`config.mk`:
```
export PLATFORM = sky130hd
export DESIGN_NAME = ubg_channel_top
export DESIGN_NICKNAME = d
export VERILOG_FILES = /design/src/ubg_pkg.sv /design/src/ubg_baud_gen.sv /design/src/ubg_channel_top.sv
export SDC_FILE = /design/constraint.sdc
export NUM_CORES = 1
export LEC_CHECK = 0
export BUFFER_PORTS_ARGS = -buffer_cell sky130_fd_sc_hd__buf_2
export CAP_MARGIN = 20
export CORE_MARGIN = 5
export CORE_UTILIZATION = 30
export CTS_CLUSTER_DIAMETER = 200
export CTS_CLUSTER_SIZE = 16
export DETAILED_ROUTE_END_ITERATION = 10
export GPL_TIMING_DRIVEN = 0
export PLACE_DENSITY = 0.47
export SLEW_MARGIN = 15
export SYNTH_ARGS = -nofsm -noshare
export SYNTH_HDL_FRONTEND = slang
export SYNTH_SLANG_ARGS = --single-unit
```
`constraint.sdc`:
```
create_clock -name mclk -period 4.8 [get_ports mclk]
set_input_delay 0.72 -clock mclk [delete_from_list [all_inputs] [get_ports mclk]]
set_output_delay 0.72 -clock mclk [all_outputs]
set_load 0.1 [all_outputs]
```
`src/ubg_pkg.sv`:
```
// constants for the channel enable and fractional baud block
package ubg_pkg;
  // ----------------------------------------
  // register offsets, uart block
  // ----------------------------------------
  localparam logic [7:0] OFF_CHANNEL_DIRECTION_ENABLE      = 8'h03;
  localparam logic [7:0] OFF_BAUD_DIVISOR_LOW              = 8'h04;
  localparam logic [7:0] OFF_BAUD_DIVISOR_MID              = 8'h05;
  localparam logic [7:0] OFF_BAUD_DIVISOR_HIGH             = 8'h06;
  localparam logic [7:0] OFF_TRANSMIT_FRACTION_PATTERN_LOW = 8'h07;
  localparam logic [7:0] OFF_TRANSMIT_FRACTION_PATTERN_HIGH = 8'h08;
  localparam logic [7:0] OFF_RECEIVE_FRACTION_PATTERN_LOW  = 8'h09;
  localparam logic [7:0] OFF_RECEIVE_FRACTION_PATTERN_HIGH = 8'h0a;
  // ----------------------------------------
  // register offsets, manager block
  // ----------------------------------------
  localparam logic [7:0] OFF_CHANNEL_QUEUE_ENABLE          = 8'h10;
  // ----------------------------------------
  // field positions
  // ----------------------------------------
  localparam int BIT_TX_ENABLE   = 0;
  localparam int BIT_RX_ENABLE   = 1;
  localparam int BIT_TX_QUEUE    = 0;
  localparam int BIT_RX_QUEUE    = 1;
  localparam int DIV_WIDTH       = 19;
  localparam int MASK_WIDTH      = 16;
  localparam int DIV_HIGH_BITS   = 3;
  // ----------------------------------------
  // reset values
  // ----------------------------------------
  localparam logic [1:0]  RST_ENABLE = 2'h0;
  localparam logic [1:0]  RST_QUEUE  = 2'h0;
  localparam logic [18:0] RST_DIV    = 19'h00000;
  localparam logic [15:0] RST_MASK   = 16'h0000;
  // ----------------------------------------
  // timing
  // ----------------------------------------
  localparam int REF_CLK_HZ   = 48000000;
  localparam int FRAME_BITS   = 10;
  localparam logic [3:0] LAST_BIT = 4'h9;
  // ----------------------------------------
  // state types
  // ----------------------------------------
  typedef enum logic {TX_IDLE = 1'b0, TX_SEND = 1'b1} ubg_tx_state_t;
  typedef enum logic {RX_IDLE = 1'b0, RX_RECV = 1'b1} ubg_rx_state_t;
endpackage
```
`src/ubg_baud_gen.sv`:
```
// fractional bit period generator
`timescale 1ns/10ps
module ubg_baud_gen #(
  parameter int DW = 19,
  parameter int MW = 16
) (
  input  wire logic          mclk,
  input  wire logic          arst_n,
  input  wire logic          run,
  input  wire logic          restart,
  input  wire logic [DW-1:0] divisor,
  input  wire logic [MW-1:0] mask,
  output logic               tick,
  output logic               mid
);
  logic [DW:0]   cnt_r;
  logic [3:0]    slot_r;
  logic [DW:0]   eff_div;
  logic [DW:0]   period;
  logic [DW:0]   last;
  logic [DW:0]   gap_r;

  // ----------------------------------------
  // period of the current slot
  // ----------------------------------------
  assign eff_div = (divisor == '0) ? (DW+1)'(1) : {1'b0, divisor};
  assign period  = eff_div + (DW+1)'(mask[slot_r]);  // see RULE15
  assign last    = period - (DW+1)'(1);
  assign tick    = run && !restart && (cnt_r == last);
  assign mid     = run && !restart && (cnt_r == (last >> 1));

  always_ff @(posedge mclk or negedge arst_n) begin
    if (!arst_n) begin
      cnt_r  <= '0;
      slot_r <= 4'h0;
    end else if (!run || restart) begin
      cnt_r  <= '0;
      slot_r <= 4'h0;
    end else if (tick) begin
      cnt_r  <= '0;
      slot_r <= slot_r + 4'h1;  // see RULE5
    end else begin
      cnt_r  <= cnt_r + (DW+1)'(1);  // see RULE6
    end
  end

  // ----------------------------------------
  // checks
  // ----------------------------------------
  always_ff @(posedge mclk or negedge arst_n) begin
    if (!arst_n) begin
      gap_r <= (DW+1)'(1);
    end else if (!run || restart || tick) begin
      gap_r <= (DW+1)'(1);
    end else begin
      gap_r <= gap_r + (DW+1)'(1);
    end
  end
endmodule

```
`src/ubg_channel_top.sv`:
```
// uart channel with direction enables and fractional baud generation
`timescale 1ns/10ps
// Functional notes
// RULE1: enable bit 0 lets the transmitter run; zero disables it.
// RULE2: enable bit 1 lets the receiver run; zero disables it.
// RULE3: software writes zero into unused upper enable and divisor bits.
// RULE4: software enables tx queue, then both directions, then both queues.
// RULE5: 19-bit divisor with separate 16-bit tx and rx fraction patterns.
// RULE6: bit timing is counted on the internal reference clock only.
// RULE7: software sets divisor to truncated 48000000 over baud rate.
// RULE8: divisor bytes give bits 7:0, 15:8 and 18:16.
// RULE9: software forms pattern index from fractional quotient times 32.
// RULE10: unlisted rates take tx pattern from the per-index table.
// RULE11: receive pattern uses the same index as transmit.
// RULE12: receive pattern column chosen by divisor parity.
// RULE13: listed rates use their tabulated divisor and pattern pairs.
// RULE14: queue enable bit 0 is transmit, bit 1 is receive.
// RULE15: bit period is divisor plus one when the slot's pattern bit is set.
// RULE16: disabled transmitter holds line idle; disabled receiver samples nothing.
module ubg_channel_top (
  input  wire logic       mclk,
  input  wire logic       arst_n,
  input  wire logic       reg_sel_mgr,
  input  wire logic [7:0] reg_addr,
  input  wire logic       reg_wr,
  input  wire logic       reg_rd,
  input  wire logic [7:0] reg_wdata,
  output logic [7:0]      reg_rdata,
  output logic            reg_rvalid,
  input  wire logic [7:0] tx_data,
  input  wire logic       tx_valid,
  output logic            tx_ready,
  output logic            txd,
  input  wire logic       rxd,
  output logic [7:0]      rx_data,
  output logic            rx_valid,
  output logic            rx_frame_err
);
  logic [1:0]                    enable_r;
  logic [1:0]                    queue_r;
  logic [ubg_pkg::DIV_WIDTH-1:0]  div_r;
  logic [ubg_pkg::MASK_WIDTH-1:0] txm_r;
  logic [ubg_pkg::MASK_WIDTH-1:0] rxm_r;
  logic [7:0]                    rdata_nxt;
  logic                          wr_u;
  logic                          wr_m;
  logic                          tx_on;
  logic                          rx_on;
  logic                          tx_accept;
  logic                          tx_tick;
  logic                          rx_mid;
  logic                          rx_start;
  logic                          rxd_d_r;
  ubg_pkg::ubg_tx_state_t        tx_st_r;
  ubg_pkg::ubg_rx_state_t        rx_st_r;
  logic [9:0]                    tx_sh_r;
  logic [3:0]                    tx_cnt_r;
  logic [3:0]                    rx_cnt_r;
  logic [7:0]                    rx_sh_r;
  logic                          txd_r;
  logic [7:0]                    rx_data_r;
  logic                          rx_valid_r;
  logic                          rx_ferr_r;

  // ----------------------------------------
  // register access
  // ----------------------------------------
  function automatic logic hit(input logic [7:0] a, input logic [7:0] off);
    return a == off;
  endfunction

  assign wr_u = reg_wr && !reg_sel_mgr;
  assign wr_m = reg_wr && reg_sel_mgr;

  always_ff @(posedge mclk or negedge arst_n) begin
    if (!arst_n) begin
      enable_r <= ubg_pkg::RST_ENABLE;
      queue_r  <= ubg_pkg::RST_QUEUE;
      div_r    <= ubg_pkg::RST_DIV;
      txm_r    <= ubg_pkg::RST_MASK;
      rxm_r    <= ubg_pkg::RST_MASK;
    end else begin
      if (wr_u && hit(reg_addr, ubg_pkg::OFF_CHANNEL_DIRECTION_ENABLE)) begin
        enable_r <= reg_wdata[1:0];
      end
      if (wr_u && hit(reg_addr, ubg_pkg::OFF_BAUD_DIVISOR_LOW)) begin
        div_r[7:0] <= reg_wdata;  // see RULE8
      end
      if (wr_u && hit(reg_addr, ubg_pkg::OFF_BAUD_DIVISOR_MID)) begin
        div_r[15:8] <= reg_wdata;  // see RULE8
      end
      if (wr_u && hit(reg_addr, ubg_pkg::OFF_BAUD_DIVISOR_HIGH)) begin
        div_r[18:16] <= reg_wdata[ubg_pkg::DIV_HIGH_BITS-1:0];  // see RULE8
      end
      if (wr_u && hit(reg_addr, ubg_pkg::OFF_TRANSMIT_FRACTION_PATTERN_LOW)) begin
        txm_r[7:0] <= reg_wdata;
      end
      if (wr_u && hit(reg_addr, ubg_pkg::OFF_TRANSMIT_FRACTION_PATTERN_HIGH)) begin
        txm_r[15:8] <= reg_wdata;
      end
      if (wr_u && hit(reg_addr, ubg_pkg::OFF_RECEIVE_FRACTION_PATTERN_LOW)) begin
        rxm_r[7:0] <= reg_wdata;
      end
      if (wr_u && hit(reg_addr, ubg_pkg::OFF_RECEIVE_FRACTION_PATTERN_HIGH)) begin
        rxm_r[15:8] <= reg_wdata;
      end
      if (wr_m && hit(reg_addr, ubg_pkg::OFF_CHANNEL_QUEUE_ENABLE)) begin
        queue_r <= reg_wdata[1:0];  // see RULE14
      end
    end
  end

  always_comb begin
    rdata_nxt = 8'h00;
    if (reg_sel_mgr) begin
      if (hit(reg_addr, ubg_pkg::OFF_CHANNEL_QUEUE_ENABLE)) rdata_nxt = {6'h00, queue_r};
    end else begin
      case (reg_addr)
        ubg_pkg::OFF_CHANNEL_DIRECTION_ENABLE:       rdata_nxt = {6'h00, enable_r};
        ubg_pkg::OFF_BAUD_DIVISOR_LOW:               rdata_nxt = div_r[7:0];
        ubg_pkg::OFF_BAUD_DIVISOR_MID:               rdata_nxt = div_r[15:8];
        ubg_pkg::OFF_BAUD_DIVISOR_HIGH:              rdata_nxt = {5'h00, div_r[18:16]};
        ubg_pkg::OFF_TRANSMIT_FRACTION_PATTERN_LOW:  rdata_nxt = txm_r[7:0];
        ubg_pkg::OFF_TRANSMIT_FRACTION_PATTERN_HIGH: rdata_nxt = txm_r[15:8];
        ubg_pkg::OFF_RECEIVE_FRACTION_PATTERN_LOW:   rdata_nxt = rxm_r[7:0];
        ubg_pkg::OFF_RECEIVE_FRACTION_PATTERN_HIGH:  rdata_nxt = rxm_r[15:8];
        default:                                     rdata_nxt = 8'h00;
      endcase
    end
  end

  always_ff @(posedge mclk or negedge arst_n) begin
    if (!arst_n) begin
      reg_rdata  <= 8'h00;
      reg_rvalid <= 1'b0;
    end else begin
      reg_rvalid <= reg_rd;
      if (reg_rd) reg_rdata <= rdata_nxt;
    end
  end

  // ----------------------------------------
  // transmitter
  // ----------------------------------------
  assign tx_on     = enable_r[ubg_pkg::BIT_TX_ENABLE] && queue_r[ubg_pkg::BIT_TX_QUEUE];  // see RULE1
  assign tx_ready  = tx_on && (tx_st_r == ubg_pkg::TX_IDLE);  // see RULE14
  assign tx_accept = tx_valid && tx_ready;
  assign txd       = txd_r;

  ubg_baud_gen #(.DW(ubg_pkg::DIV_WIDTH), .MW(ubg_pkg::MASK_WIDTH)) u_tx_gen (
    .mclk    (mclk),
    .arst_n  (arst_n),
    .run     (tx_on && (tx_st_r == ubg_pkg::TX_SEND)),
    .restart (tx_accept),
    .divisor (div_r),
    .mask    (txm_r),
    .tick    (tx_tick),
    .mid     ()
  );

  always_ff @(posedge mclk or negedge arst_n) begin
    if (!arst_n) begin
      tx_st_r  <= ubg_pkg::TX_IDLE;
      tx_sh_r  <= 10'h3ff;
      tx_cnt_r <= 4'h0;
      txd_r    <= 1'b1;
    end else if (!tx_on) begin
      tx_st_r  <= ubg_pkg::TX_IDLE;  // see RULE16
      tx_sh_r  <= 10'h3ff;
      tx_cnt_r <= 4'h0;
      txd_r    <= 1'b1;
    end else begin
      case (tx_st_r)
        ubg_pkg::TX_IDLE: begin
          txd_r <= 1'b1;
          if (tx_accept) begin
            tx_sh_r  <= {1'b1, tx_data, 1'b0};
            tx_cnt_r <= 4'h0;
            txd_r    <= 1'b0;
            tx_st_r  <= ubg_pkg::TX_SEND;
          end
        end
        ubg_pkg::TX_SEND: begin
          txd_r <= tx_sh_r[0];
          if (tx_tick) begin
            tx_sh_r  <= {1'b1, tx_sh_r[9:1]};
            tx_cnt_r <= tx_cnt_r + 4'h1;
            txd_r    <= tx_sh_r[1];
            if (tx_cnt_r == ubg_pkg::LAST_BIT) begin
              tx_st_r <= ubg_pkg::TX_IDLE;
              txd_r   <= 1'b1;
            end
          end
        end
        default: tx_st_r <= ubg_pkg::TX_IDLE;
      endcase
    end
  end

  // ----------------------------------------
  // receiver
  // ----------------------------------------
  assign rx_on    = enable_r[ubg_pkg::BIT_RX_ENABLE] && queue_r[ubg_pkg::BIT_RX_QUEUE];  // see RULE2
  assign rx_start = rx_on && (rx_st_r == ubg_pkg::RX_IDLE) && rxd_d_r && !rxd;
  assign rx_data      = rx_data_r;
  assign rx_valid     = rx_valid_r;
  assign rx_frame_err = rx_ferr_r;

  ubg_baud_gen #(.DW(ubg_pkg::DIV_WIDTH), .MW(ubg_pkg::MASK_WIDTH)) u_rx_gen (
    .mclk    (mclk),
    .arst_n  (arst_n),
    .run     (rx_on && (rx_st_r == ubg_pkg::RX_RECV)),
    .restart (rx_start),
    .divisor (div_r),
    .mask    (rxm_r),
    .tick    (),
    .mid     (rx_mid)
  );

  always_ff @(posedge mclk or negedge arst_n) begin
    if (!arst_n) begin
      rxd_d_r    <= 1'b1;
      rx_st_r    <= ubg_pkg::RX_IDLE;
      rx_cnt_r   <= 4'h0;
      rx_sh_r    <= 8'h00;
      rx_data_r  <= 8'h00;
      rx_valid_r <= 1'b0;
      rx_ferr_r  <= 1'b0;
    end else begin
      rxd_d_r    <= rxd;
      rx_valid_r <= 1'b0;
      rx_ferr_r  <= 1'b0;
      if (!rx_on) begin
        rx_st_r  <= ubg_pkg::RX_IDLE;  // see RULE16
        rx_cnt_r <= 4'h0;
      end else begin
        case (rx_st_r)
          ubg_pkg::RX_IDLE: begin
            rx_cnt_r <= 4'h0;
            if (rx_start) rx_st_r <= ubg_pkg::RX_RECV;
          end
          ubg_pkg::RX_RECV: begin
            if (rx_mid) begin
              rx_cnt_r <= rx_cnt_r + 4'h1;
              if (rx_cnt_r == 4'h0 && rxd) begin
                rx_st_r <= ubg_pkg::RX_IDLE;
              end else if (rx_cnt_r == ubg_pkg::LAST_BIT) begin
                rx_st_r    <= ubg_pkg::RX_IDLE;
                rx_data_r  <= rx_sh_r;
                rx_valid_r <= 1'b1;
                rx_ferr_r  <= !rxd;
              end else if (rx_cnt_r != 4'h0) begin
                rx_sh_r <= {rxd, rx_sh_r[7:1]};
              end
            end
          end
          default: rx_st_r <= ubg_pkg::RX_IDLE;
        endcase
      end
    end
  end
endmodule

```
==> impl_metrics.ini <==
[status]
status = completed

[timing]
rsz0062_at_grt = false
finalCritPeriodShare_pct = 96.8
clock_skew_ns = 0.0118
min_period_ns = 4.65
tightest_slew_ns = 0.830
hold_violations = 0
max_slew_margin_pct = 44.3
worst_slack_ns = 0.155
slew_viol_final = 0
setup_tns_ns = 0
setup_viol = 0
fmax_mhz = 215

[setup_path]
cp_data_arrival_time_ns = 4.95
endpoint = rx_data[5]
crit_path_start = u_rx_gen.slot_r[0]
critPathTopFamily = multiplexers
worstPathRequired_ns = 5.11
worstSetupStartpointType = flip-flop
cpMostUsedCell = mux4_2
path_buf_inv = 3
cp-end-kind = flip-flop
crit_cells = 14
path_class = reg -> reg
crit_fanout = 7
critPathMaxStageDelay_ns = 0.67
r2r-end = rx_data[5]
path_cells = buf_6 -> mux4_2 -> mux4_2 -> inv_1 -> ha_2 -> or4b_2 -> nor3_4 -> xnor3_1 -> o2111ai_1 -> a2111oi_4 -> nand4_4 -> nor4_4 -> buf_4 -> mux2_2
critPathSlowestCell = or4b_2
reg2regPathDepth = 14
r2r_setup_slack_ns = 0.15
timing.rr.start = u_rx_gen.slot_r[0]

[power]
total_leakage_power_uw = 0.00465
finalPower_uw = 3180
net-switching-power_uw = 847
p_int_uw = 2340
pwr-share-comb_pct = 14.1
ir_worst_vdd_mv = 0.187
power.share.clock_pct = 45.1
pwr-share-seq_pct = 40.8
netSwitchingFraction_pct = 26.6
power_density_nw_per_um2 = 297

[yosys]
synth-seq-area-share_pct = 41.5
ys_ff_latch = 151
syn_area_um2 = 9140
synth_cell_types = 78
synth_area_per_cell_um2 = 10.4
synthCells = 881
async_flop_share_pct = 100
yosys_most_used_dff = dfrtp_1
synth_edf_count = 0
synth.net_count = 925
yosys_warnings = 0

[global_route]
grt_pass1_vias = 7123
grt_max_degree = 81
grt_overflow = 0
grt_pass1_wl_mm = 40.8
grt_usage_pct = 15.3
antenna_found_initial = 0

[clocking]
path_clk_slew_ns = 0.06
cts.sinks = 151
cts_buffer_depth = 2
clk_latency_ns = 0.43
ctsHtreeMaxLevel = 4
cts_tree = yes
root_buffer = clkbuf_16
cts_buffers = 17

[finish]
final_cells = 1366
drive_above_1_share_pct = 24.6
synthToLayoutAreaGrowth_pct = 17.3
fin_util_pct = 35.3
antenna_cells = 0
nNetsFinal = 1001

[route]
num_vias = 6939
wire_per_inst_um = 18.5
wl_mm = 25.3
final_antenna_net_count = 0
drc_errors = 0
drtIter0Drc = 386
firstDrtPassIters = 5
viasPerCell = 5.08

[die]
rows = 64
dieHeight_um = 185
core_um2 = 30300
die_area_um2 = 34100
pin_count = 52
start_util_pct = 30.1
die_w_um = 185

[flow_run]
maxCapViolations = 0

[worst_hold_path]
hold_class = in -> async

[placement]
dp.cells = 1328
numPortBuffers = 50
preCtsSetupSlack_ns = -0.822
hpwl_mm = 18.3
globalplace.congestion = 0.845
state kept, by name (all words and copies together), names as in the netlist:
signal,flops
u_rx_gen.cnt_r,20
u_tx_gen.cnt_r,20
div_r,19
rxm_r,16
txm_r,16
tx_sh_r,9
reg_rdata,8
rx_data,8
rx_sh_r,8
rx_cnt_r,4
tx_cnt_r,4
u_rx_gen.slot_r,4
u_tx_gen.slot_r,4
enable_r,2
queue_r,2
reg_rvalid,1
rx_frame_err,1
rx_st_r,1
rx_valid,1
rxd_d_r,1
tx_st_r,1
txd,1
metrics by stage:
stage | area (um^2) | hold slack (ns)
CTS | 10600 | 0.286
detailed placement | 9930 | 0.492
global placement | 9890 | 0.490
global route | 10700 | 0.319
finish | 10700 | 0.277
floorplan | 9140 | 0.424
cell usage in the layout, fill, tap and decap left out, drive strengths merged, types with 6 or more instances in the layout:
cell type / netlist / routed
dfstp: 11 / 11
or3: 11 / 11
nand3: 29 / 29
mux2i: 26 / 26
and3: 18 / 18
nand4: 12 / 12
a21oi: 19 / 19
xor2: 48 / 48
nor2: 76 / 76
nor4: 19 / 19
mux2: 79 / 79
clkbuf: 38 / 56
nor3: 21 / 21
xnor2: 57 / 57
nor3b: 11 / 11
a31oi: 8 / 8
buf: 16 / 76
inv: 25 / 26
or2: 6 / 6
a221oi: 7 / 7
ha: 13 / 13
o22ai: 8 / 8
dfrtp: 140 / 140
o21ai: 25 / 25
nand2: 65 / 65
mux4: 10 / 10
layout make-up:
cell class / count / area (um^2)
inverter: 25 / 93.8
tap: 396 / 495
sequential: 151 / 3790
multi-input combinational: 651 / 5130
timing repair buffer: 59 / 360
buffer: 52 / 238
clock buffer: 21 / 440
fill: 3063 / 19600
clock inverter: 11 / 175
cell families after synthesis:
family,after synthesis,synth area share (%)
adders and majority gates,13,1.78
DFF,151,41.5
buffers and inverters,79,3.58
xor gates and xnor gates,109,11.1
AOI/OAI and AO/OA,113,8.84
muxes,115,15.0
and+or+nand+nor,301,18.2
synth_stat cells, types with 3 or more instances:
cell type  instances  area [um^2]
nor2b_1            5         31.3
mux4_2            10          225
nand3_1           28          140
nand2_1           65          244
nand4_1           10         62.6
o2111ai_1          4         35.0
nor4b_1            3         26.3
a21oi_1           18         90.1
mux2i_1           26          260
a31oi_1            8         50.1
o22ai_1            8         50.1
dfstp_2           11          289
and3_1            18          113
a221oi_1           7         61.3
nor3b_1           11         82.6
dfrtp_1          140         3500
a2111oi_0          3         26.3
and2_1             5         31.3
nor3_1            20          100
nor4_1            13         81.3
buf_2              6         30.0
xor2_1            48          420
clkbuf_1          37          139
a22o_1             5         43.8
o32ai_1            3         26.3
or2_2              6         37.5
mux2_2            79          890
o21ai_0           25          125
nand2b_1           4         25.0
or3_1             11         68.8
ha_1              13          163
xnor2_1           57          499
nor4_2             3         37.5
nor4_4             3         63.8
a211oi_1           3         22.5
or4_1              4         30.0
a31o_2             3         26.3
inv_1             25         93.8
buf_1              6         22.5
nor2_1            76          285
timing repair:
item / CTS / global route
gates resized for setup: 16 / 10
buffers inserted: 4 / 4
pin swaps: 5 / 2
setup endpoints to repair: 86 / 60
hold buffers: 0 / 0
power groups by stage:
stage,registers [uW],logic [uW],clock network [uW]
after floorplan,1330,281,0
after global placement,1320,415,0
after detailed placement,1320,419,0
after CTS,1300,435,1470
after global routing,1300,485,1530
final,1300,448,1440
worst min-delay path by stage:
stage / start / endpoint / slack (ns) / depth (start not counted)
floorplan: arst_n / div_r[0] / 0.42 / 0
global placement: rx_data[0] / rx_data[0] / 0.49 / 1
detailed placement: rx_data[3] / rx_data[3] / 0.49 / 1
CTS: arst_n / rx_cnt_r[2] / 0.29 / 1
global route: arst_n / rx_cnt_r[2] / 0.32 / 1
finish: arst_n / rx_data[0] / 0.28 / 1
worst reg2reg max path, delay by kind of cell, from the launching register on:
family / cells / cell delay [ns]
multiplexers: 3 / 1.38
AND/OR/NAND/NOR: 4 / 1.37
AO/OA/AOI/OAI: 2 / 0.50
buffers and inverters: 3 / 0.47
flip-flops: 1 / 0.37
adder cells (fa/ha/maj): 1 / 0.25
XOR/XNOR: 1 / 0.19
per-layer routing:
| metal | global-route usage, % | routed length (um) | vias to the layer above |
|---|---|---|---|
| li1 | - | - | 3319 |
| met1 | 21.3 | 12100 | 3470 |
| met2 | 24.6 | 12000 | 125 |
| met3 | 2.88 | 745 | 25 |
| met4 | 3.61 | 392 | 0 |
| met5 | 0 | 0 | - |
Note: power is estimated with default switching activity, not from simulation.
